`config.mk`:
```
export PLATFORM = sky130hd
export DESIGN_NAME = ipfs_top
export DESIGN_NICKNAME = d
export VERILOG_FILES = /design/src/core/ipfs_pkg.sv /design/src/core/ipfs_fault_class.sv /design/src/core/ipfs_top.sv
export SDC_FILE = /design/constraint.sdc
export NUM_CORES = 1
export LEC_CHECK = 0
export BUFFER_PORTS_ARGS = -buffer_cell sky130_fd_sc_hd__buf_2
export CAP_MARGIN = 20
export CORE_AREA = 2 2 149 151
export DETAILED_ROUTE_END_ITERATION = 16
export DIE_AREA = 0 0 151 153
export GPL_ROUTABILITY_DRIVEN = 0
export PLACE_DENSITY = 0.59
export SYNTH_ARGS = -nofsm -noshare
export SYNTH_HDL_FRONTEND = slang
export SYNTH_SLANG_ARGS = --single-unit
```
`constraint.sdc`:
```
create_clock -name aclk -period 2.5 [get_ports aclk]
set_input_delay 0.125 -clock aclk [delete_from_list [all_inputs] [get_ports aclk]]
set_output_delay 0.125 -clock aclk [all_outputs]
set_load 0.05 [all_outputs]
```
`src/core/ipfs_pkg.sv`:
```
package ipfs_pkg;

  // Register byte addresses
  localparam logic [31:0] ADDR_MISSED     = 32'h4000A820;
  localparam logic [31:0] ADDR_PEND_SET   = 32'hE000E200;
  localparam logic [31:0] ADDR_PEND_CLEAR = 32'hE000E280;
  localparam logic [31:0] ADDR_ACTIVE     = 32'hE000E300;
  localparam logic [31:0] ADDR_AFSR       = 32'hE000ED3C;

  // Source bit positions, shared by every top-level register
  localparam int BIT_DEBUG        = 16;
  localparam int BIT_EXT_LINE_D   = 15;
  localparam int BIT_EXT_LINE_C   = 14;
  localparam int BIT_EXT_LINE_A   = 12;
  localparam int BIT_RADIO_RX     = 10;
  localparam int BIT_RADIO_TX     = 9;
  localparam int BIT_RADIO_TIMER  = 8;
  localparam int BIT_CRYPTO       = 7;
  localparam int BIT_SERIAL_ONE   = 5;
  localparam int BIT_SLEEP_TIMER  = 4;
  localparam int BIT_BASEBAND     = 3;
  localparam int BIT_MANAGEMENT   = 2;

  // Implemented source bits; missed register has no debug flag
  localparam logic [31:0] SRC_MASK  = 32'h0001D7BC;
  localparam logic [31:0] MISS_MASK = 32'h0000D7BC;

  // Fault status field positions
  localparam int AFSR_BAD_WIDTH = 3;
  localparam int AFSR_PRIV      = 2;
  localparam int AFSR_UNMAPPED  = 1;
  localparam int AFSR_SECOND    = 0;
  localparam logic [31:0] AFSR_MASK = 32'h0000000F;

  // Access sizes of a faulting transfer
  localparam logic [1:0] SIZE_BYTE = 2'h0;
  localparam logic [1:0] SIZE_HALF = 2'h1;
  localparam logic [1:0] SIZE_WORD = 2'h2;

  // AXI responses
  localparam logic [1:0] RESP_OKAY   = 2'h0;
  localparam logic [1:0] RESP_SLVERR = 2'h2;

  // Description of one faulting bus access
  typedef struct packed {
    logic       valid;
    logic [1:0] size;
    logic [1:0] addr_lo;
    logic       apb_target;
    logic       unpriv_write;
    logic       protected_target;
    logic       above_last_reg;
    logic       above_memory;
  } ipfs_fault_t;

  // Whole state of the top module
  typedef struct packed {
    logic [31:0] pend;
    logic [31:0] active;
    logic [31:0] missed;
    logic [31:0] afsr;
    logic        awready;
    logic        wready;
    logic        aw_have;
    logic        w_have;
    logic [31:0] awaddr;
    logic [31:0] wdata;
    logic [3:0]  wstrb;
    logic        bvalid;
    logic [1:0]  bresp;
    logic        arready;
    logic        rvalid;
    logic [31:0] rdata;
    logic [1:0]  rresp;
    logic        hard_fault;
  } ipfs_state_t;

  localparam ipfs_state_t STATE_RESET = '{awready: 1'b1, wready: 1'b1, arready: 1'b1,
                                          default: '0};

endpackage

```
`src/core/ipfs_fault_class.sv`:
```
module ipfs_fault_class
(
  input  wire ipfs_pkg::ipfs_fault_t fault,
  input  wire logic                  status_nonzero,
  output logic [3:0]                 set_bits,
  output logic                       second_fault
);

  // Classify one faulting access into fault status bits
  always_comb
  begin
    set_bits     = 4'h0;
    second_fault = 1'b0;
    if (fault.valid)
    begin
      // Narrow peripheral access or misaligned word
      set_bits[ipfs_pkg::AFSR_BAD_WIDTH] =
        (fault.apb_target && (fault.size == ipfs_pkg::SIZE_BYTE ||
                              fault.size == ipfs_pkg::SIZE_HALF)) ||
        (fault.size == ipfs_pkg::SIZE_WORD && fault.addr_lo != 2'h0);
      set_bits[ipfs_pkg::AFSR_PRIV] =
        fault.unpriv_write && fault.protected_target;
      set_bits[ipfs_pkg::AFSR_UNMAPPED] =
        (fault.apb_target && fault.above_last_reg) ||
        fault.above_memory;
      // Fault on top of a recorded one
      set_bits[ipfs_pkg::AFSR_SECOND] = status_nonzero;
      second_fault = status_nonzero;
    end
  end

endmodule

```
`src/core/ipfs_top.sv`:
```
// Summary of operation
// - Every source keeps one fixed bit position across all top-level registers.
// - Writing 1 to a pend-set bit makes that source pending.
// - Writing 0 to a pend-set bit leaves pending state alone.
// - Writing 1 to a pend-clear bit removes that source's pending state.
// - Writing 0 to a pend-clear bit leaves pending state alone.
// - Active register is read-only; a bit reads 1 while its source is active.
// - Missed flag sets when a source's interrupt is missed; software may read and write.
// - Missed bits 31..16 and 1..0 read zero; flags at shared positions.
// - Byte or halfword access to a peripheral register sets the bad-width fault.
// - A misaligned word access also sets the bad-width fault.
// - Unprivileged write to system peripheral or protected RAM sets privilege fault.
// - Access above last register inside a peripheral block sets unmapped fault.
// - Access beyond top of RAM or flash also sets unmapped fault.
// - A fault while any status bit is already set sets the second-fault bit.
// - Pending, active, missed and fault status all reset to zero.
// - A second fault also raises a hard fault that preempts the bus fault.
//
// Implementation choice: register access over AXI4-Lite.
module ipfs_top
#(
  parameter int ADDR_W = 32
)
(
  input  wire logic                  aclk,
  input  wire logic                  aresetn,
  input  wire logic                  ce,
  input  wire logic [ADDR_W-1:0]     s_axi_awaddr,
  input  wire logic                  s_axi_awvalid,
  output logic                       s_axi_awready,
  input  wire logic [31:0]           s_axi_wdata,
  input  wire logic [3:0]            s_axi_wstrb,
  input  wire logic                  s_axi_wvalid,
  output logic                       s_axi_wready,
  output logic [1:0]                 s_axi_bresp,
  output logic                       s_axi_bvalid,
  input  wire logic                  s_axi_bready,
  input  wire logic [ADDR_W-1:0]     s_axi_araddr,
  input  wire logic                  s_axi_arvalid,
  output logic                       s_axi_arready,
  output logic [31:0]                s_axi_rdata,
  output logic [1:0]                 s_axi_rresp,
  output logic                       s_axi_rvalid,
  input  wire logic                  s_axi_rready,
  input  wire logic [31:0]           src_event,
  input  wire logic [31:0]           core_ack,
  input  wire logic [31:0]           core_exit,
  input  wire ipfs_pkg::ipfs_fault_t bus_fault,
  output logic [31:0]                pending_out,
  output logic [31:0]                active_out,
  output logic [31:0]                missed_out,
  output logic [31:0]                fault_status_out,
  output logic                       hard_fault
);

  // Refuse address widths that cannot reach the register map
  if (ADDR_W != 32)
  begin : g_bad_width
    $error("ipfs_top needs ADDR_W of 32");
  end

  ipfs_pkg::ipfs_state_t st_reg;
  ipfs_pkg::ipfs_state_t st_next;
  logic [31:0]           hw_set;
  logic [31:0]           ack_set;
  logic [31:0]           exit_clr;
  logic [31:0]           sw_set;
  logic [31:0]           sw_clr;
  logic [31:0]           miss_set;
  logic [31:0]           wmask;
  logic                  miss_wr;
  logic                  afsr_wr;
  logic                  active_wr;
  logic [3:0]            fault_set;
  logic                  fault_second;
  logic [32:0]           rd_word;

  // Word-address comparison against a register byte address
  function automatic logic addr_hit(input logic [31:0] addr, input logic [31:0] reg_addr);
    addr_hit = (addr[31:2] == reg_addr[31:2]);
  endfunction

  // Byte strobes widened to a bit mask
  function automatic logic [31:0] strb_mask(input logic [3:0] strb);
    strb_mask = {{8{strb[3]}}, {8{strb[2]}}, {8{strb[1]}}, {8{strb[0]}}};
  endfunction

  // Strobed merge of write data into a stored value
  function automatic logic [31:0] merge(input logic [31:0] old_v, input logic [31:0] new_v,
                                        input logic [31:0] mask);
    merge = (old_v & ~mask) | (new_v & mask);
  endfunction

  // Read decode: hit flag above the data word
  function automatic logic [32:0] reg_read(input logic [31:0] addr,
                                           input ipfs_pkg::ipfs_state_t s);
    if (addr_hit(addr, ipfs_pkg::ADDR_PEND_SET) || addr_hit(addr, ipfs_pkg::ADDR_PEND_CLEAR))
      reg_read = {1'b1, s.pend};
    else if (addr_hit(addr, ipfs_pkg::ADDR_ACTIVE))
      reg_read = {1'b1, s.active};
    else if (addr_hit(addr, ipfs_pkg::ADDR_MISSED))
      reg_read = {1'b1, s.missed & ipfs_pkg::MISS_MASK};
    else if (addr_hit(addr, ipfs_pkg::ADDR_AFSR))
      reg_read = {1'b1, s.afsr & ipfs_pkg::AFSR_MASK};
    else
      reg_read = {1'b0, 32'h00000000};
  endfunction

  // Fault classification
  ipfs_fault_class u_fault_class
  (
    .fault          (bus_fault),
    .status_nonzero (st_reg.afsr != 32'h00000000),
    .set_bits       (fault_set),
    .second_fault   (fault_second)
  );

  // Next state: bus slave, pending, active, missed and fault status
  always_comb
  begin
    st_next   = st_reg;
    hw_set    = src_event & ipfs_pkg::SRC_MASK;
    ack_set   = core_ack & ipfs_pkg::SRC_MASK;
    exit_clr  = core_exit & ipfs_pkg::SRC_MASK;
    sw_set    = 32'h00000000;
    sw_clr    = 32'h00000000;
    miss_wr   = 1'b0;
    afsr_wr   = 1'b0;
    active_wr = 1'b0;
    wmask     = strb_mask(st_reg.wstrb);
    rd_word   = reg_read(s_axi_araddr, st_reg);
    // Write address and data channels, taken in either order
    if (s_axi_awvalid && st_reg.awready)
    begin
      st_next.awaddr  = s_axi_awaddr;
      st_next.aw_have = 1'b1;
      st_next.awready = 1'b0;
    end
    if (s_axi_wvalid && st_reg.wready)
    begin
      st_next.wdata  = s_axi_wdata;
      st_next.wstrb  = s_axi_wstrb;
      st_next.w_have = 1'b1;
      st_next.wready = 1'b0;
    end
    // Perform the write once both halves are held
    if (st_reg.aw_have && st_reg.w_have && !st_reg.bvalid)
    begin
      st_next.aw_have = 1'b0;
      st_next.w_have  = 1'b0;
      st_next.bvalid  = 1'b1;
      st_next.bresp   = ipfs_pkg::RESP_OKAY;
      if (addr_hit(st_reg.awaddr, ipfs_pkg::ADDR_PEND_SET))
        sw_set = st_reg.wdata & wmask & ipfs_pkg::SRC_MASK;
      else if (addr_hit(st_reg.awaddr, ipfs_pkg::ADDR_PEND_CLEAR))
        sw_clr = st_reg.wdata & wmask & ipfs_pkg::SRC_MASK;
      else if (addr_hit(st_reg.awaddr, ipfs_pkg::ADDR_ACTIVE))
        active_wr = 1'b1;
      else if (addr_hit(st_reg.awaddr, ipfs_pkg::ADDR_MISSED))
        miss_wr = 1'b1;
      else if (addr_hit(st_reg.awaddr, ipfs_pkg::ADDR_AFSR))
        afsr_wr = 1'b1;
      else
        st_next.bresp = ipfs_pkg::RESP_SLVERR;
    end
    // Response accepted, reopen both write channels
    if (st_reg.bvalid && s_axi_bready)
    begin
      st_next.bvalid  = 1'b0;
      st_next.awready = 1'b1;
      st_next.wready  = 1'b1;
    end
    // Read channel: data captured with the address
    if (s_axi_arvalid && st_reg.arready)
    begin
      st_next.arready = 1'b0;
      st_next.rvalid  = 1'b1;
      st_next.rdata   = rd_word[31:0];
      st_next.rresp   = rd_word[32] ? ipfs_pkg::RESP_OKAY : ipfs_pkg::RESP_SLVERR;
    end
    if (st_reg.rvalid && s_axi_rready)
    begin
      st_next.rvalid  = 1'b0;
      st_next.arready = 1'b1;
    end
    // Pending: new events win over clears and core acceptance
    st_next.pend = ((st_reg.pend & ~(sw_clr | ack_set)) | hw_set | sw_set) &
                   ipfs_pkg::SRC_MASK;
    // Active: entry wins over exit in the same cycle
    st_next.active = ((st_reg.active & ~exit_clr) | ack_set) & ipfs_pkg::SRC_MASK;
    // Missed: event on a source that is still pending
    miss_set = hw_set & st_reg.pend & ipfs_pkg::MISS_MASK;
    st_next.missed = ((miss_wr ? merge(st_reg.missed, st_reg.wdata, wmask) : st_reg.missed)
                      | miss_set) & ipfs_pkg::MISS_MASK;
    // Fault status: hardware set wins over software write
    st_next.afsr = ((afsr_wr ? merge(st_reg.afsr, st_reg.wdata, wmask) : st_reg.afsr)
                    | {28'h0000000, fault_set}) & ipfs_pkg::AFSR_MASK;
    st_next.hard_fault = fault_second;
  end

  // State register, frozen while ce is low
  always_ff @(posedge aclk)
  begin
    if (!aresetn)
      st_reg <= ipfs_pkg::STATE_RESET;
    else if (ce)
      st_reg <= st_next;
  end

  // Outputs straight from the state register
  assign s_axi_awready    = st_reg.awready;
  assign s_axi_wready     = st_reg.wready;
  assign s_axi_bvalid     = st_reg.bvalid;
  assign s_axi_bresp      = st_reg.bresp;
  assign s_axi_arready    = st_reg.arready;
  assign s_axi_rvalid     = st_reg.rvalid;
  assign s_axi_rdata      = st_reg.rdata;
  assign s_axi_rresp      = st_reg.rresp;
  assign pending_out      = st_reg.pend;
  assign active_out       = st_reg.active;
  assign missed_out       = st_reg.missed;
  assign fault_status_out = st_reg.afsr;
  assign hard_fault       = st_reg.hard_fault;
endmodule

```
==> impl_metrics.py <==
metrics = {
    "outcome": {
        "status": "completed",
    },
    "floorplanning": {
        "die_area_um2": 23100,
        "rows": 54,
        "core_um2": 21500,
        "start_util_pct": 30.2,
        "ios": 384,
        "die_w_um": 151,
        "die_y_um": 153,
    },
    "critical_path": {
        "crit_path_end_kind": "register",
        "arrival_ns": 2.47,
        "r2r_end": "pending_out[5]$_SDFFE_PN0P_",
        "rr_startpoint": "st_reg[78]$_SDFFE_PN0P_",
        "rrSetupSlack_ns": 0.31,
        "r2r_cells": 5,
        "cp-start-kind": "register",
        "critPathLaunch": "st_reg[78]$_SDFFE_PN0P_",
        "path_max_fanout": 10,
        "critPathKind": "register to register",
        "endpoint": "pending_out[5]$_SDFFE_PN0P_",
        "crit_required_ns": 2.78,
    },
    "synth": {
        "synth_top_area_cell": "dfxtp_1",
        "synthCells": 812,
        "synth_top_family_by_area": "simple AND/OR/NAND/NOR gates",
        "synth_cell_types": 53,
        "synth_fa_ha_area_share_pct": 0,
        "ys_seq_area_share_pct": 33.9,
        "synth.most_common_cell": "buf_4",
        "synth_warnings": 0,
        "synthSimpleGateAreaFrac_pct": 23.3,
        "netlist_top_cells_count": "buf_4 (164), nand2_1 (145), dfxtp_1 (110), a21boi_0 (51), clkbuf_1 (35)",
        "synth_ff_type": "dfxtp_1",
        "avgSynthCellArea_um2": 8.00,
        "synth-xor-area-share_pct": 0,
        "synth.area.top_cells": "dfxtp_1 (34%), buf_4 (19%), nand2_1 (8.4%)",
        "ys_seq_elements": 110,
        "async_reset_ff_share_pct": 0,
        "netlist_area_um2": 6490,
        "muxShareOfSynthArea_pct": 0.308,
        "synth_top_area_share_pct": 33.9,
        "synth_edf_count": 0,
        "synth-compound-area-share_pct": 20.4,
    },
    "global_routing": {
        "overflow": 0,
        "grt.total_usage_pct": 15.4,
        "antenna_found_initial": 5,
        "grt_pass1_vias": 5035,
        "grt_max_degree": 49,
        "grt_pass1_wl_um": 27500,
    },
    "layout": {
        "final_nets": 1157,
        "area_growth_pct": 13.1,
        "fin_cells": 1230,
        "layout-drive-gt1-share_pct": 25.6,
        "largest_reg_flops": 49,
    },
    "route": {
        "ant_nets": 0,
        "drtPass1Iterations": 5,
        "via_per_inst": 4.54,
        "drc": 0,
        "drtIter0Drc": 228,
        "wl_per_cell_um": 14.8,
        "vias": 5585,
        "wirelength_um": 18300,
    },
    "sta": {
        "hold_slack_ns": 0.0121,
        "fin_crit_ns": 2.19,
        "maxSlewViolCount": 0,
        "setup-violations-final": 0,
        "min_period_over_period_pct": 87.5,
        "skew_ns": 0.00947,
        "finalSetupTns_ns": 0,
        "relSlewSlack_pct": 51.0,
        "max_freq_mhz": 457,
        "grt_setup_unrepaired": "false",
        "setup_ws_ns": 0.312,
        "hold_viol_final": 0,
        "worstMarginPinSlew_ns": 0.734,
    },
    "cts": {
        "clock_path_buffers": 2,
        "cts_made_buffers": 9,
        "clock_latency_ns": 0.35,
        "cts.clk_slew.worst_paths_ns": 0.08,
        "clkSinkCount": 110,
        "htreeDepth": 3,
        "cts_tree": "done",
        "cts-root-buf": "clkbuf_16",
    },
    "pwr": {
        "leakage_nw": 3.33,
        "ir_drop_mv": 0.354,
        "power_density_nw_per_um2": 600,
    },
    "place": {
        "port_buffers": 191,
        "hpwl_um": 14300,
        "dp_slack_ns": 0.325,
        "dp_cells": 1207,
    },
    "run": {
        "cap_violations": 0,
    },
    "hold_path": {
        "worstHoldStart": "s_axi_wdata[1]",
        "min_path_type": "input port to register",
    },
}
kinds of logic (layout without fill, tap and decap cells):
family / after synthesis / in the layout
flops: 110 / 110
compound gates: 188 / 188
simple gates: 295 / 295
mux: 2 / 2
buf+inv: 216 / 244
other cells: 1 / 111
cells in the final DEF (no fill, tap or decap), types with 11 or more instances in the layout:
cell type / n
a21boi_0: 51
a21oi_1: 28
a22o_1: 11
a22oi_1: 12
and2_1: 12
and3_1: 13
buf_2: 191
buf_4: 19
conb_1: 109
dfxtp_1: 110
inv_1: 12
nand2_1: 145
nand3_1: 12
nor2_1: 31
nor2b_1: 18
nor3_1: 13
o21ai_0: 34
o311a_1: 12
worst min-delay path by stage:
stage	end	slack, ns	depth (start not counted)
after floorplan	pending_out[16]$_SDFFE_PN0P_	0.26	2
after CTS	st_reg[45]$_SDFFE_PN0P_	0.0002	3
final	st_reg[45]$_SDFFE_PN0P_	0.01	3
after global routing	st_reg[100]$_SDFFE_PN0P_	0.02	3
after global placement	st_reg[79]$_SDFFE_PN0P_	0.38	3
after detailed placement	st_reg[99]$_SDFFE_PN0P_	0.38	3
layout make-up:
cell class,instances,area [um^2]
fill,2351,14100
multi-input combinational,594,3290
clock inverter,5,38.8
inverter,12,45.0
clock buffer,11,243
sequential,110,2200
timing repair buffer,216,1170
tap,280,350
antenna,2,5.00
critical path, stage by stage, from the launching register on:
cell and delay [ns]:
dfxtp_1 0.33, nor4_2 0.45, nand4b_1 0.16, or4_1 0.60
or3b_1 0.41, a31oi_1 0.16
report_power, final:
part	switching [mW]	internal [mW]	leakage, nW
sequential	0.0826	1.84	0.902
combinational	0.810	0.252	2.29
clock	0.700	0.715	0.137
total	1.59	2.81	3.33
per-stage QoR:
step                power (mW)  area, um^2  utilization, %
finish                    4.40        7340            34.2
global route              4.61        7340            34.1
global placement          3.02        7010            32.6
CTS                       4.47        7340            34.1
detailed placement        3.03        7010            32.6
floorplan                 2.95        6900               -
layer usage:
| metal | vias up | global-route usage [%] | share of wire [%] |
|---|---|---|---|
| li1 | 2809 | - | - |
| met1 | 2534 | 19.6 | 44 |
| met2 | 214 | 25.5 | 47 |
| met3 | 24 | 3.97 | 7.3 |
| met4 | 4 | 4.85 | 2.0 |
| met5 | - | 0 | 0.15 |
timing repair:
action	in CTS	in global routing
gates resized for setup	0	0
hold buffers	5	0
setup buffers	0	0
hold endpoints to repair	5	0
(Power assumes the default switching activity.)
